**src/rtl/acr_params.svh**
```systemverilog
// Offsets, field positions, reset values and timing counts of the control group
`ifndef ACR_PARAMS_SVH
`define ACR_PARAMS_SVH
`define ACR_OFF_BOOT      8'h22
`define ACR_OFF_SSM       8'h28
`define ACR_OFF_PORT      8'h2A
`define ACR_OFF_BOOST     8'h2B
`define ACR_OFF_CFG       8'h2C
`define ACR_OFF_TO1       8'h2D
`define ACR_OFF_TO2       8'h2E
`define ACR_OFF_RECOV     8'h32
`define ACR_RST_BOOT      8'h01
`define ACR_RST_SSM       8'h00
`define ACR_RST_PORT      8'h00
`define ACR_RST_BOOST     8'h03
`define ACR_RST_CFG       8'h00
`define ACR_RST_TO1       8'h17
`define ACR_RST_TO2       8'h00
`define ACR_RST_RECOV     8'h00
`define ACR_BIT_SPREAD_SPECTRUM_EN    0
`define ACR_BIT_MUTE_SS   0
`define ACR_BIT_E1_SM     5
`define ACR_BIT_E1_IC     4
`define ACR_BIT_E1_EN     1
`define ACR_BIT_E2_EN     0
`define ACR_BIT_E1_RM     0
`define ACR_BIT_E2_RM     1
`define ACR_CLK_HZ        10000000
`define ACR_TO_US_0       2730
`define ACR_TO_US_1       22000
`define ACR_TO_US_2       44000
`define ACR_TO_US_3       87000
`define ACR_TO_US_4       174000
`define ACR_TO_US_5       350000
`define ACR_TO_US_6       700000
`define ACR_TO_US_7       1400000
`define ACR_US_CYC(us)    ((us) * (`ACR_CLK_HZ / 1000000))
`endif

```
**src/rtl/acr_pkg.sv**
```systemverilog
// Types shared by the amplifier control register group
`default_nettype none
package acr_pkg;
   typedef enum logic [3:0] {
      ACR_BOOT_RSVD0  = 4'h0,
      ACR_BOOT_PLAY   = 4'h1,
      ACR_BOOT_PLAYIV = 4'h2,
      ACR_BOOT_PROT   = 4'h3,
      ACR_BOOT_PROTVC = 4'h4
   } acr_boot_e;
   typedef enum logic [1:0] {
      ACR_CH_LEFT  = 2'h0,
      ACR_CH_RIGHT = 2'h1,
      ACR_CH_AVG   = 2'h2,
      ACR_CH_MONO  = 2'h3
   } acr_chan_e;
   typedef enum logic [1:0] {
      ACR_DET_IDLE  = 2'b00,
      ACR_DET_WATCH = 2'b01,
      ACR_DET_FAULT = 2'b10
   } acr_det_e;
   typedef logic [23:0] acr_count_t;
endpackage : acr_pkg
`default_nettype wire

```
**src/rtl/acr_clk_detector.sv**
```systemverilog
// One clock-absence detector with timeout and optional auto recovery
`timescale 1ns/1ps
`default_nettype none
`include "acr_params.svh"
module acr_clk_detector
   import acr_pkg::*;
(
   input  wire logic        mclk,
   input  wire logic        rst_n,
   input  wire logic        enable,
   input  wire logic        clk_edge,
   input  wire logic [2:0]  timeout_sel,
   input  wire logic        recovery_off,
   output logic             fault
);
   // ************************************************
   // Timeout lookup
   // ************************************************
   function automatic acr_count_t limit_of(input logic [2:0] sel);
      unique case (sel)
         3'd0: limit_of = 24'(`ACR_US_CYC(`ACR_TO_US_0));
         3'd1: limit_of = 24'(`ACR_US_CYC(`ACR_TO_US_1));
         3'd2: limit_of = 24'(`ACR_US_CYC(`ACR_TO_US_2));
         3'd3: limit_of = 24'(`ACR_US_CYC(`ACR_TO_US_3));
         3'd4: limit_of = 24'(`ACR_US_CYC(`ACR_TO_US_4));
         3'd5: limit_of = 24'(`ACR_US_CYC(`ACR_TO_US_5));
         3'd6: limit_of = 24'(`ACR_US_CYC(`ACR_TO_US_6));
         3'd7: limit_of = 24'(`ACR_US_CYC(`ACR_TO_US_7));
      endcase
   endfunction : limit_of

   acr_det_e   state;
   acr_det_e   next_state;
   acr_count_t count;
   acr_count_t next_count;

   // Absence counter; any edge restarts it
   always_comb begin
      next_state = state;
      next_count = count;
      unique case (state)
         ACR_DET_IDLE: begin
            next_count = '0;
            if (enable) next_state = ACR_DET_WATCH;
         end
         ACR_DET_WATCH: begin
            if (!enable) begin
               next_state = ACR_DET_IDLE;
            end else if (clk_edge) begin
               next_count = '0;
            end else if (count + 24'd1 >= limit_of(timeout_sel)) begin
               next_state = ACR_DET_FAULT;
               next_count = '0;
            end else begin
               next_count = count + 24'd1;
            end
         end
         ACR_DET_FAULT: begin
            // Latched fault holds until clock returns or enable drops; with recovery off only enable dropping clears it
            if (!enable) next_state = ACR_DET_IDLE;
            else if (clk_edge && !recovery_off)
               next_state = ACR_DET_WATCH;
         end
         default: next_state = ACR_DET_IDLE;
      endcase
   end

   always_ff @(posedge mclk) begin
      if (!rst_n) begin
         state <= ACR_DET_IDLE;
         count <= '0;
      end else begin
         state <= next_state;
         count <= next_count;
      end
   end

   assign fault = (state == ACR_DET_FAULT);
endmodule : acr_clk_detector
`default_nettype wire

```
**src/rtl/acr_regs.sv**
```systemverilog
// Control register group: boot, spread spectrum, ports, boost, clock errors
// Behaviour
// - Boot mode field selects processor boot mode
// - Spread-spectrum bit enables modulator spreading
// - Port two channel select field
// - Port one channel select field
// - Mute soft-step bit low ramps gain
// - Boost limit code selects 1.5 to 3.0 A
// - Detector one mute method bit
// - Detector one clock from port one or two
// - Detector two clock: DAC, ADC or PLL
// - Each detector runs only while enabled
// - Detector one timeout shuts down, flags fault
// - Detector two timeout shuts down, flags fault
// - Detector one recovery-disable bit blocks recovery
`timescale 1ns/1ps
`default_nettype none
`include "acr_params.svh"
module acr_regs
   import acr_pkg::*;
(
   input  wire logic        mclk,
   input  wire logic        rst_n,
   input  wire logic        reg_wr,
   input  wire logic        reg_rd,
   input  wire logic [7:0]  reg_addr,
   input  wire logic [7:0]  reg_wdata,
   output logic      [7:0]  reg_rdata,
   input  wire logic        port1_clk_edge,
   input  wire logic        port2_clk_edge,
   input  wire logic        dac_clk_edge,
   input  wire logic        adc_clk_edge,
   input  wire logic        pll_clk_edge,
   output logic      [3:0]  boot_mode,
   output logic             spread_spectrum_en,
   output logic      [1:0]  port1_channel_sel,
   output logic      [1:0]  port2_channel_sel,
   output logic             mute_soft_step_off,
   output logic      [1:0]  boost_current_limit,
   output logic             err1_mute_method,
   output logic             clock_fault_mute,
   output logic             device_shutdown,
   output logic             power_fault_flag
);
   // ************************************************
   // Register storage
   // ************************************************
   logic [7:0] boot_ctl, ssm_ctl, port_ctl, boost_ctl;
   logic [7:0] cfg_ctl, to1_ctl, to2_ctl, recov_ctl;
   logic [7:0] next_boot_ctl, next_ssm_ctl, next_port_ctl, next_boost_ctl;
   logic [7:0] next_cfg_ctl, next_to1_ctl, next_to2_ctl, next_recov_ctl;
   logic [7:0] next_rdata;
   logic       fault1, fault2;
   logic       err1_edge, err2_edge;
   logic       next_pfault;

   // Write decode; all bits stored so reserved fields read back
   always_comb begin
      next_boot_ctl  = boot_ctl;
      next_ssm_ctl   = ssm_ctl;
      next_port_ctl  = port_ctl;
      next_boost_ctl = boost_ctl;
      next_cfg_ctl   = cfg_ctl;
      next_to1_ctl   = to1_ctl;
      next_to2_ctl   = to2_ctl;
      next_recov_ctl = recov_ctl;
      if (reg_wr) begin
         unique case (reg_addr)
            `ACR_OFF_BOOT:  next_boot_ctl  = reg_wdata;
            `ACR_OFF_SSM:   next_ssm_ctl   = reg_wdata;
            `ACR_OFF_PORT:  next_port_ctl  = reg_wdata;
            `ACR_OFF_BOOST: next_boost_ctl = reg_wdata;
            `ACR_OFF_CFG:   next_cfg_ctl   = reg_wdata;
            `ACR_OFF_TO1:   next_to1_ctl   = reg_wdata;
            `ACR_OFF_TO2:   next_to2_ctl   = reg_wdata;
            `ACR_OFF_RECOV: next_recov_ctl = reg_wdata;
            default: ;
         endcase
      end
   end

   // Read mux; unmapped addresses read zero
   always_comb begin
      next_rdata = reg_rdata;
      if (reg_rd) begin
         unique case (reg_addr)
            `ACR_OFF_BOOT:  next_rdata = boot_ctl;
            `ACR_OFF_SSM:   next_rdata = ssm_ctl;
            `ACR_OFF_PORT:  next_rdata = port_ctl;
            `ACR_OFF_BOOST: next_rdata = boost_ctl;
            `ACR_OFF_CFG:   next_rdata = cfg_ctl;
            `ACR_OFF_TO1:   next_rdata = to1_ctl;
            `ACR_OFF_TO2:   next_rdata = to2_ctl;
            `ACR_OFF_RECOV: next_rdata = recov_ctl;
            default:        next_rdata = 8'h00;
         endcase
      end
   end

   always_ff @(posedge mclk) begin
      if (!rst_n) begin
         boot_ctl  <= `ACR_RST_BOOT;
         ssm_ctl   <= `ACR_RST_SSM;
         port_ctl  <= `ACR_RST_PORT;
         boost_ctl <= `ACR_RST_BOOST;
         cfg_ctl   <= `ACR_RST_CFG;
         to1_ctl   <= `ACR_RST_TO1;
         to2_ctl   <= `ACR_RST_TO2;
         recov_ctl <= `ACR_RST_RECOV;
         reg_rdata <= 8'h00;
      end else begin
         boot_ctl  <= next_boot_ctl;
         ssm_ctl   <= next_ssm_ctl;
         port_ctl  <= next_port_ctl;
         boost_ctl <= next_boost_ctl;
         cfg_ctl   <= next_cfg_ctl;
         to1_ctl   <= next_to1_ctl;
         to2_ctl   <= next_to2_ctl;
         recov_ctl <= next_recov_ctl;
         reg_rdata <= next_rdata;
      end
   end

   // ************************************************
   // Field outputs
   // ************************************************
   // Spread spectrum relies on host keeping the ramp clock internal
   assign spread_spectrum_en  = ssm_ctl[`ACR_BIT_SPREAD_SPECTRUM_EN];
   assign boot_mode           = boot_ctl[3:0];
   assign port2_channel_sel   = port_ctl[4:3];
   assign port1_channel_sel   = port_ctl[2:1];
   assign mute_soft_step_off  = port_ctl[`ACR_BIT_MUTE_SS];
   assign boost_current_limit = boost_ctl[1:0];
   assign err1_mute_method    = cfg_ctl[`ACR_BIT_E1_SM];

   // ************************************************
   // Clock error detectors
   // ************************************************
   // Detector one clock source
   assign err1_edge = cfg_ctl[`ACR_BIT_E1_IC] ? port2_clk_edge
                                              : port1_clk_edge;
   // Detector two source; reserved code sees no edges
   always_comb begin
      unique case (cfg_ctl[3:2])
         2'd0:    err2_edge = dac_clk_edge;
         2'd1:    err2_edge = adc_clk_edge;
         2'd2:    err2_edge = pll_clk_edge;
         default: err2_edge = 1'b0;
      endcase
   end

   acr_clk_detector u_det1 (
      .mclk         (mclk),
      .rst_n        (rst_n),
      .enable       (cfg_ctl[`ACR_BIT_E1_EN]),
      .clk_edge     (err1_edge),
      .timeout_sel  (to1_ctl[2:0]),
      .recovery_off (recov_ctl[`ACR_BIT_E1_RM]),
      .fault        (fault1)
   );
   acr_clk_detector u_det2 (
      .mclk         (mclk),
      .rst_n        (rst_n),
      .enable       (cfg_ctl[`ACR_BIT_E2_EN]),
      .clk_edge     (err2_edge),
      .timeout_sel  (to2_ctl[2:0]),
      .recovery_off (recov_ctl[`ACR_BIT_E2_RM]),
      .fault        (fault2)
   );

   // Fault flag registered so it is glitch free
   assign next_pfault = fault1 | fault2;
   always_ff @(posedge mclk) begin
      if (!rst_n) power_fault_flag <= 1'b0;
      else        power_fault_flag <= next_pfault;
   end
   assign device_shutdown  = power_fault_flag;
   assign clock_fault_mute = fault1;

   // ************************************************
   // Checks
   // ************************************************
   chk_boot_reset: assert property (@(posedge mclk)
      $rose(rst_n) |-> boot_mode == 4'h1)
      else $error("boot mode not 1 after reset");
   chk_ssm_write: assert property (@(posedge mclk)
      disable iff (!rst_n)
      reg_wr && reg_addr == `ACR_OFF_SSM
      |=> spread_spectrum_en == $past(reg_wdata[0]))
      else $error("spread enable not written");
   chk_port_sel: assert property (@(posedge mclk)
      disable iff (!rst_n)
      reg_wr && reg_addr == `ACR_OFF_PORT |=>
      port2_channel_sel == $past(reg_wdata[4:3]) &&
      port1_channel_sel == $past(reg_wdata[2:1]))
      else $error("channel select not written");
   chk_mute_step: assert property (@(posedge mclk)
      disable iff (!rst_n)
      reg_wr && reg_addr == `ACR_OFF_PORT
      |=> mute_soft_step_off == $past(reg_wdata[0]))
      else $error("soft step bit not written");
   chk_boost_reset: assert property (@(posedge mclk)
      $rose(rst_n) |-> boost_current_limit == 2'd3)
      else $error("boost limit not 3 after reset");
   chk_mute_method: assert property (@(posedge mclk)
      disable iff (!rst_n)
      reg_wr && reg_addr == `ACR_OFF_CFG
      |=> err1_mute_method == $past(reg_wdata[`ACR_BIT_E1_SM]))
      else $error("mute method bit not written");
   chk_det_off: assert property (@(posedge mclk)
      disable iff (!rst_n)
      !cfg_ctl[1] && !cfg_ctl[0] ##2 !cfg_ctl[1] && !cfg_ctl[0]
      |-> !power_fault_flag)
      else $error("fault with detectors disabled");
   chk_fault_flag: assert property (@(posedge mclk)
      disable iff (!rst_n)
      fault1 || fault2 |=> power_fault_flag)
      else $error("fault flag not raised");
   // Recovery off: a returning clock must not clear detector one
   chk_mute_link: assert property (@(posedge mclk)
      disable iff (!rst_n)
      clock_fault_mute && cfg_ctl[`ACR_BIT_E1_EN]
      && recov_ctl[`ACR_BIT_E1_RM] |=> clock_fault_mute)
      else $error("detector one left fault with recovery off");
endmodule : acr_regs
`default_nettype wire

```
**config.mk**
```make
export PLATFORM = sky130hd
export DESIGN_NAME = acr_regs
export DESIGN_NICKNAME = d
export VERILOG_FILES = /design/src/rtl/acr_pkg.sv /design/src/rtl/acr_clk_detector.sv /design/src/rtl/acr_regs.sv
export VERILOG_INCLUDE_DIRS = /design/src /design/src/rtl
export SDC_FILE = /design/constraint.sdc
export NUM_CORES = 1
export LEC_CHECK = 0
export ABC_AREA = 1
export BUFFER_PORTS_ARGS = -buffer_cell sky130_fd_sc_hd__buf_4
export CORE_ASPECT_RATIO = 1.2
export CORE_MARGIN = 2
export CORE_UTILIZATION = 45
export CTS_CLUSTER_DIAMETER = 120
export DETAILED_ROUTE_END_ITERATION = 6
export GPL_TIMING_DRIVEN = 0
export PLACE_DENSITY = 0.61
export SYNTH_ARGS = -nofsm -noshare
export SYNTH_HDL_FRONTEND = slang
export SYNTH_HIERARCHICAL = 1
export SYNTH_SLANG_ARGS = --single-unit
```
**constraint.sdc**
```tcl
create_clock -name mclk -period 5 [get_ports mclk]
set_input_delay 0.75 -clock mclk [delete_from_list [all_inputs] [get_ports mclk]]
set_output_delay 0.75 -clock mclk [all_outputs]
set_load 0.05 [all_outputs]
```
==> results_dict.tcl <==
set metrics [dict create \
    outcome "finished, final reports clean" \
    slew_headroom_pct 49.1 \
    top_usage_layer "met2" \
    fin_crit_ns 3.28 \
    grtUsageMet3_pct 2.87 \
    wl_per_cell_um 16.1 \
    peakVddDrop_uv 226 \
    overflow 0 \
    vias 8233 \
    hpwlAfterDp_mm 18.5 \
    viasPerCell 5.35 \
    skew_ns 0.00978 \
    seq_power_share_pct 39.0 \
    timing.rr.start "u_det2/count[0]" \
    syn_to_final_growth_pct 14.4 \
    critPathLaunch "u_det2/count[0]" \
    post-route-util_pct 52.3 \
    io_pins 49 \
    cts_root_buf "clkbuf_16" \
    drt-pass1-iter-count 7 \
    synth_warnings 6 \
    synth_seq_area_share_pct 30.1 \
    hold_start "recov_ctl[3]" \
    mostFrequentLayoutCells "311 x nand2_1, 140 x a21oi_1, 125 x dfxtp_1" \
    finalHoldViolations 0 \
    final_antenna_net_count 0 \
    max_cap_violations 0 \
    antenna_cells 0 \
    intPower_w 0.00179 \
    initial_core_util_pct 45.8 \
    critPathMaxFanout 10 \
    cts_buffers 17 \
    drt-total-wl_mm 24.7 \
    fillCellCount 1843 \
    fp.dieW_um 128 \
    synth_nets 1319 \
    fmax_mhz 305 \
    clockPowerShare_pct 46.2 \
    setup_slack_ns 1.72 \
    die_area_um2 19600 \
    clkTransAtPathRegs_ns 0.07 \
    critPathRequiredTime_ns 5.29 \
    drc_errors 0 \
    grtUsageTotal_pct 25.7 \
    use_met2_pct 43.9 \
    num-nets-final 1384 \
    leakagePower_nw 4.18 \
    design.core.area_um2 18200 \
    power.density_nw_per_um2 278 \
    grt_pass1_wl_mm 39.7 \
    grt_start_max_net_pins 17 \
    htree_levels 4 \
    insertion_delay_ns 0.43 \
    dpl_worst_slack_ns 1.72 \
    setup_viol 0 \
    rsz0062_at_grt "false" \
    cts_resized 0 \
    switching_share_pct 32.6 \
    use_met1_pct 32.0 \
    fin_cells 1540 \
    ys_top_cells_by_area "dfxtp_1 30%, nand2_1 14%, a21oi_1 8.4%" \
    syn_inst 1238 \
    maxSlewViolCount 0 \
    antenna_found_initial 0 \
    min_period_over_period_pct 65.5 \
    drive_above_1_share_pct 13.1 \
    synth_top_area_share_pct 30.1 \
    hold_buffers 0 \
    synth_seq_cells 125 \
    worst_pin_slew_ns 0.756 \
    synth_area_leader_cell "dfxtp_1" \
    syn_area_um2 8320 \
    end_kind "flop" \
    synth_cell_types 39 \
    cts.sinks 125 \
    grt_pass1_vias 7788 \
    syn_area_per_cell_um2 6.72 \
    finalSetupTns_ns 0 \
    hold_path.class "reg -> reg" \
    fp.dieH_um 153 \
    cts_setup_buffers 0 \
    crit_type "reg -> reg" \
    dp_cells 1508 \
    setup.worst_path.start_class "flop" \
    drt_iter0_drc 532 \
    final_common_cell "nand2_1" \
    rows 54 \
    power.switching_w 0.000863 \
    pwr-share-comb_pct 14.8 \
    critPathArrivalTime_ns 3.57 \
    portBuffers 46 \
    cts_buffer_depth 2 \
    cts_tree "yes" \
    gp_congestion 0.901 \
]
synth_stat cells:
| cell | number |
|---|---|
| a21boi_0 | 2 |
| a21o_1 | 2 |
| a21oi_1 | 140 |
| a31oi_1 | 1 |
| buf_1 | 2 |
| buf_2 | 11 |
| buf_4 | 15 |
| buf_6 | 9 |
| clkbuf_1 | 18 |
| clkinv_1 | 2 |
| dfxtp_1 | 125 |
| ha_1 | 56 |
| inv_1 | 119 |
| inv_2 | 10 |
| nand2_1 | 311 |
| nand2_2 | 13 |
| nand2_4 | 1 |
| nand3_1 | 91 |
| nand3_2 | 10 |
| nand3_4 | 1 |
| nand3b_1 | 8 |
| nand4_1 | 47 |
| nor2_1 | 103 |
| nor2_2 | 5 |
| nor2_4 | 12 |
| nor2_8 | 2 |
| nor3_1 | 6 |
| nor3_2 | 1 |
| nor4_1 | 1 |
| o211ai_1 | 8 |
| o21ai_0 | 61 |
| o21ai_1 | 13 |
| o21ai_2 | 1 |
| o221a_2 | 1 |
| o22ai_1 | 2 |
| or2_2 | 1 |
| xnor2_1 | 11 |
| xor2_1 | 15 |
| xor2_2 | 1 |
per-layer routing:
layer	wire (um)	vias up	share of wire, %
met2	12100	174	49
li1	-	4225	-
met4	971	0	3.9
met5	0	-	0
met3	686	59	2.8
met1	10900	3775	44
kinds of logic after synthesis:
logic type	Yosys count	synth area share (%)
flip-flops	125	30.1
adder cells (fa/ha/maj)	56	8.43
AO/OA/AOI/OAI	231	14.4
buffers and inverters	186	10.1
AND/OR/NAND/NOR	613	34.1
XOR/XNOR	27	2.93
power by group through the flow:
stage | Combinational (W) | Sequential, W | Clock, W
global route | 0.000432 | 0.00103 | 0.00128
detailed placement | 0.000391 | 0.00105 | 0
CTS | 0.000396 | 0.00103 | 0.00124
finish | 0.000392 | 0.00103 | 0.00122
floorplan | 0.000253 | 0.00106 | 0
global placement | 0.000388 | 0.00105 | 0
metrics by stage:
stage                     instance area (um2)  hold WS [ns]  total power (W)
after global placement                   8940         0.433          0.00144
after global routing                     9510         0.462          0.00275
after floorplan                          8320         0.424          0.00132
after detailed placement                 8940         0.437          0.00144
final                                    9510         0.447          0.00265
after CTS                                9510         0.446          0.00267
sequential cells by signal (all words and copies together) (netlist names):
signal / count
u_det1/state: 2
reg_rdata: 8
port_ctl: 8
ssm_ctl: 8
u_det1/count: 24
u_det2/count: 24
recov_ctl: 8
cfg_ctl: 8
to1_ctl: 8
device_shutdown: 1
u_det2/state: 2
boost_ctl: 8
to2_ctl: 8
boot_ctl: 8
worst paths after layout:
kind	end	slack, ns	cells after the start
max	u_det2/count[20]	1.72	17
max reg2reg	u_det2/count[20]	1.72	17
min	recov_ctl[3]	0.45	2
min reg2reg	recov_ctl[3]	0.45	2
cell type report:
cell class / count / area (um2) / area share [%]
Clock inverter: 15 / 145 / 1.53
Buffer: 55 / 344 / 3.62
Clock buffer: 17 / 425 / 4.47
Tap cell: 224 / 280 / 2.95
Sequential cell: 125 / 2500 / 26.3
Inverter: 131 / 492 / 5.17
Timing Repair Buffer: 46 / 345 / 3.63
Multi-Input combinational cell: 927 / 4980 / 52.3
worst max-delay path, stage by stage, from the launching register on:
cell and delay [ns]:
dfxtp_1 0.45, ha_1 0.34, nand2_1 0.12, nor2_2 0.22, nand2_2 0.13, nor2_4 0.18
nand2_1 0.06, nand2_1 0.06, nand2_1 0.08, ha_1 0.28, nand2_1 0.04, nor2_1 0.20
nand2_1 0.12, nor2_1 0.26, nand2_2 0.18, buf_4 0.23, nand4_1 0.11, a21oi_1 0.07
(Power assumes the default switching activity.)
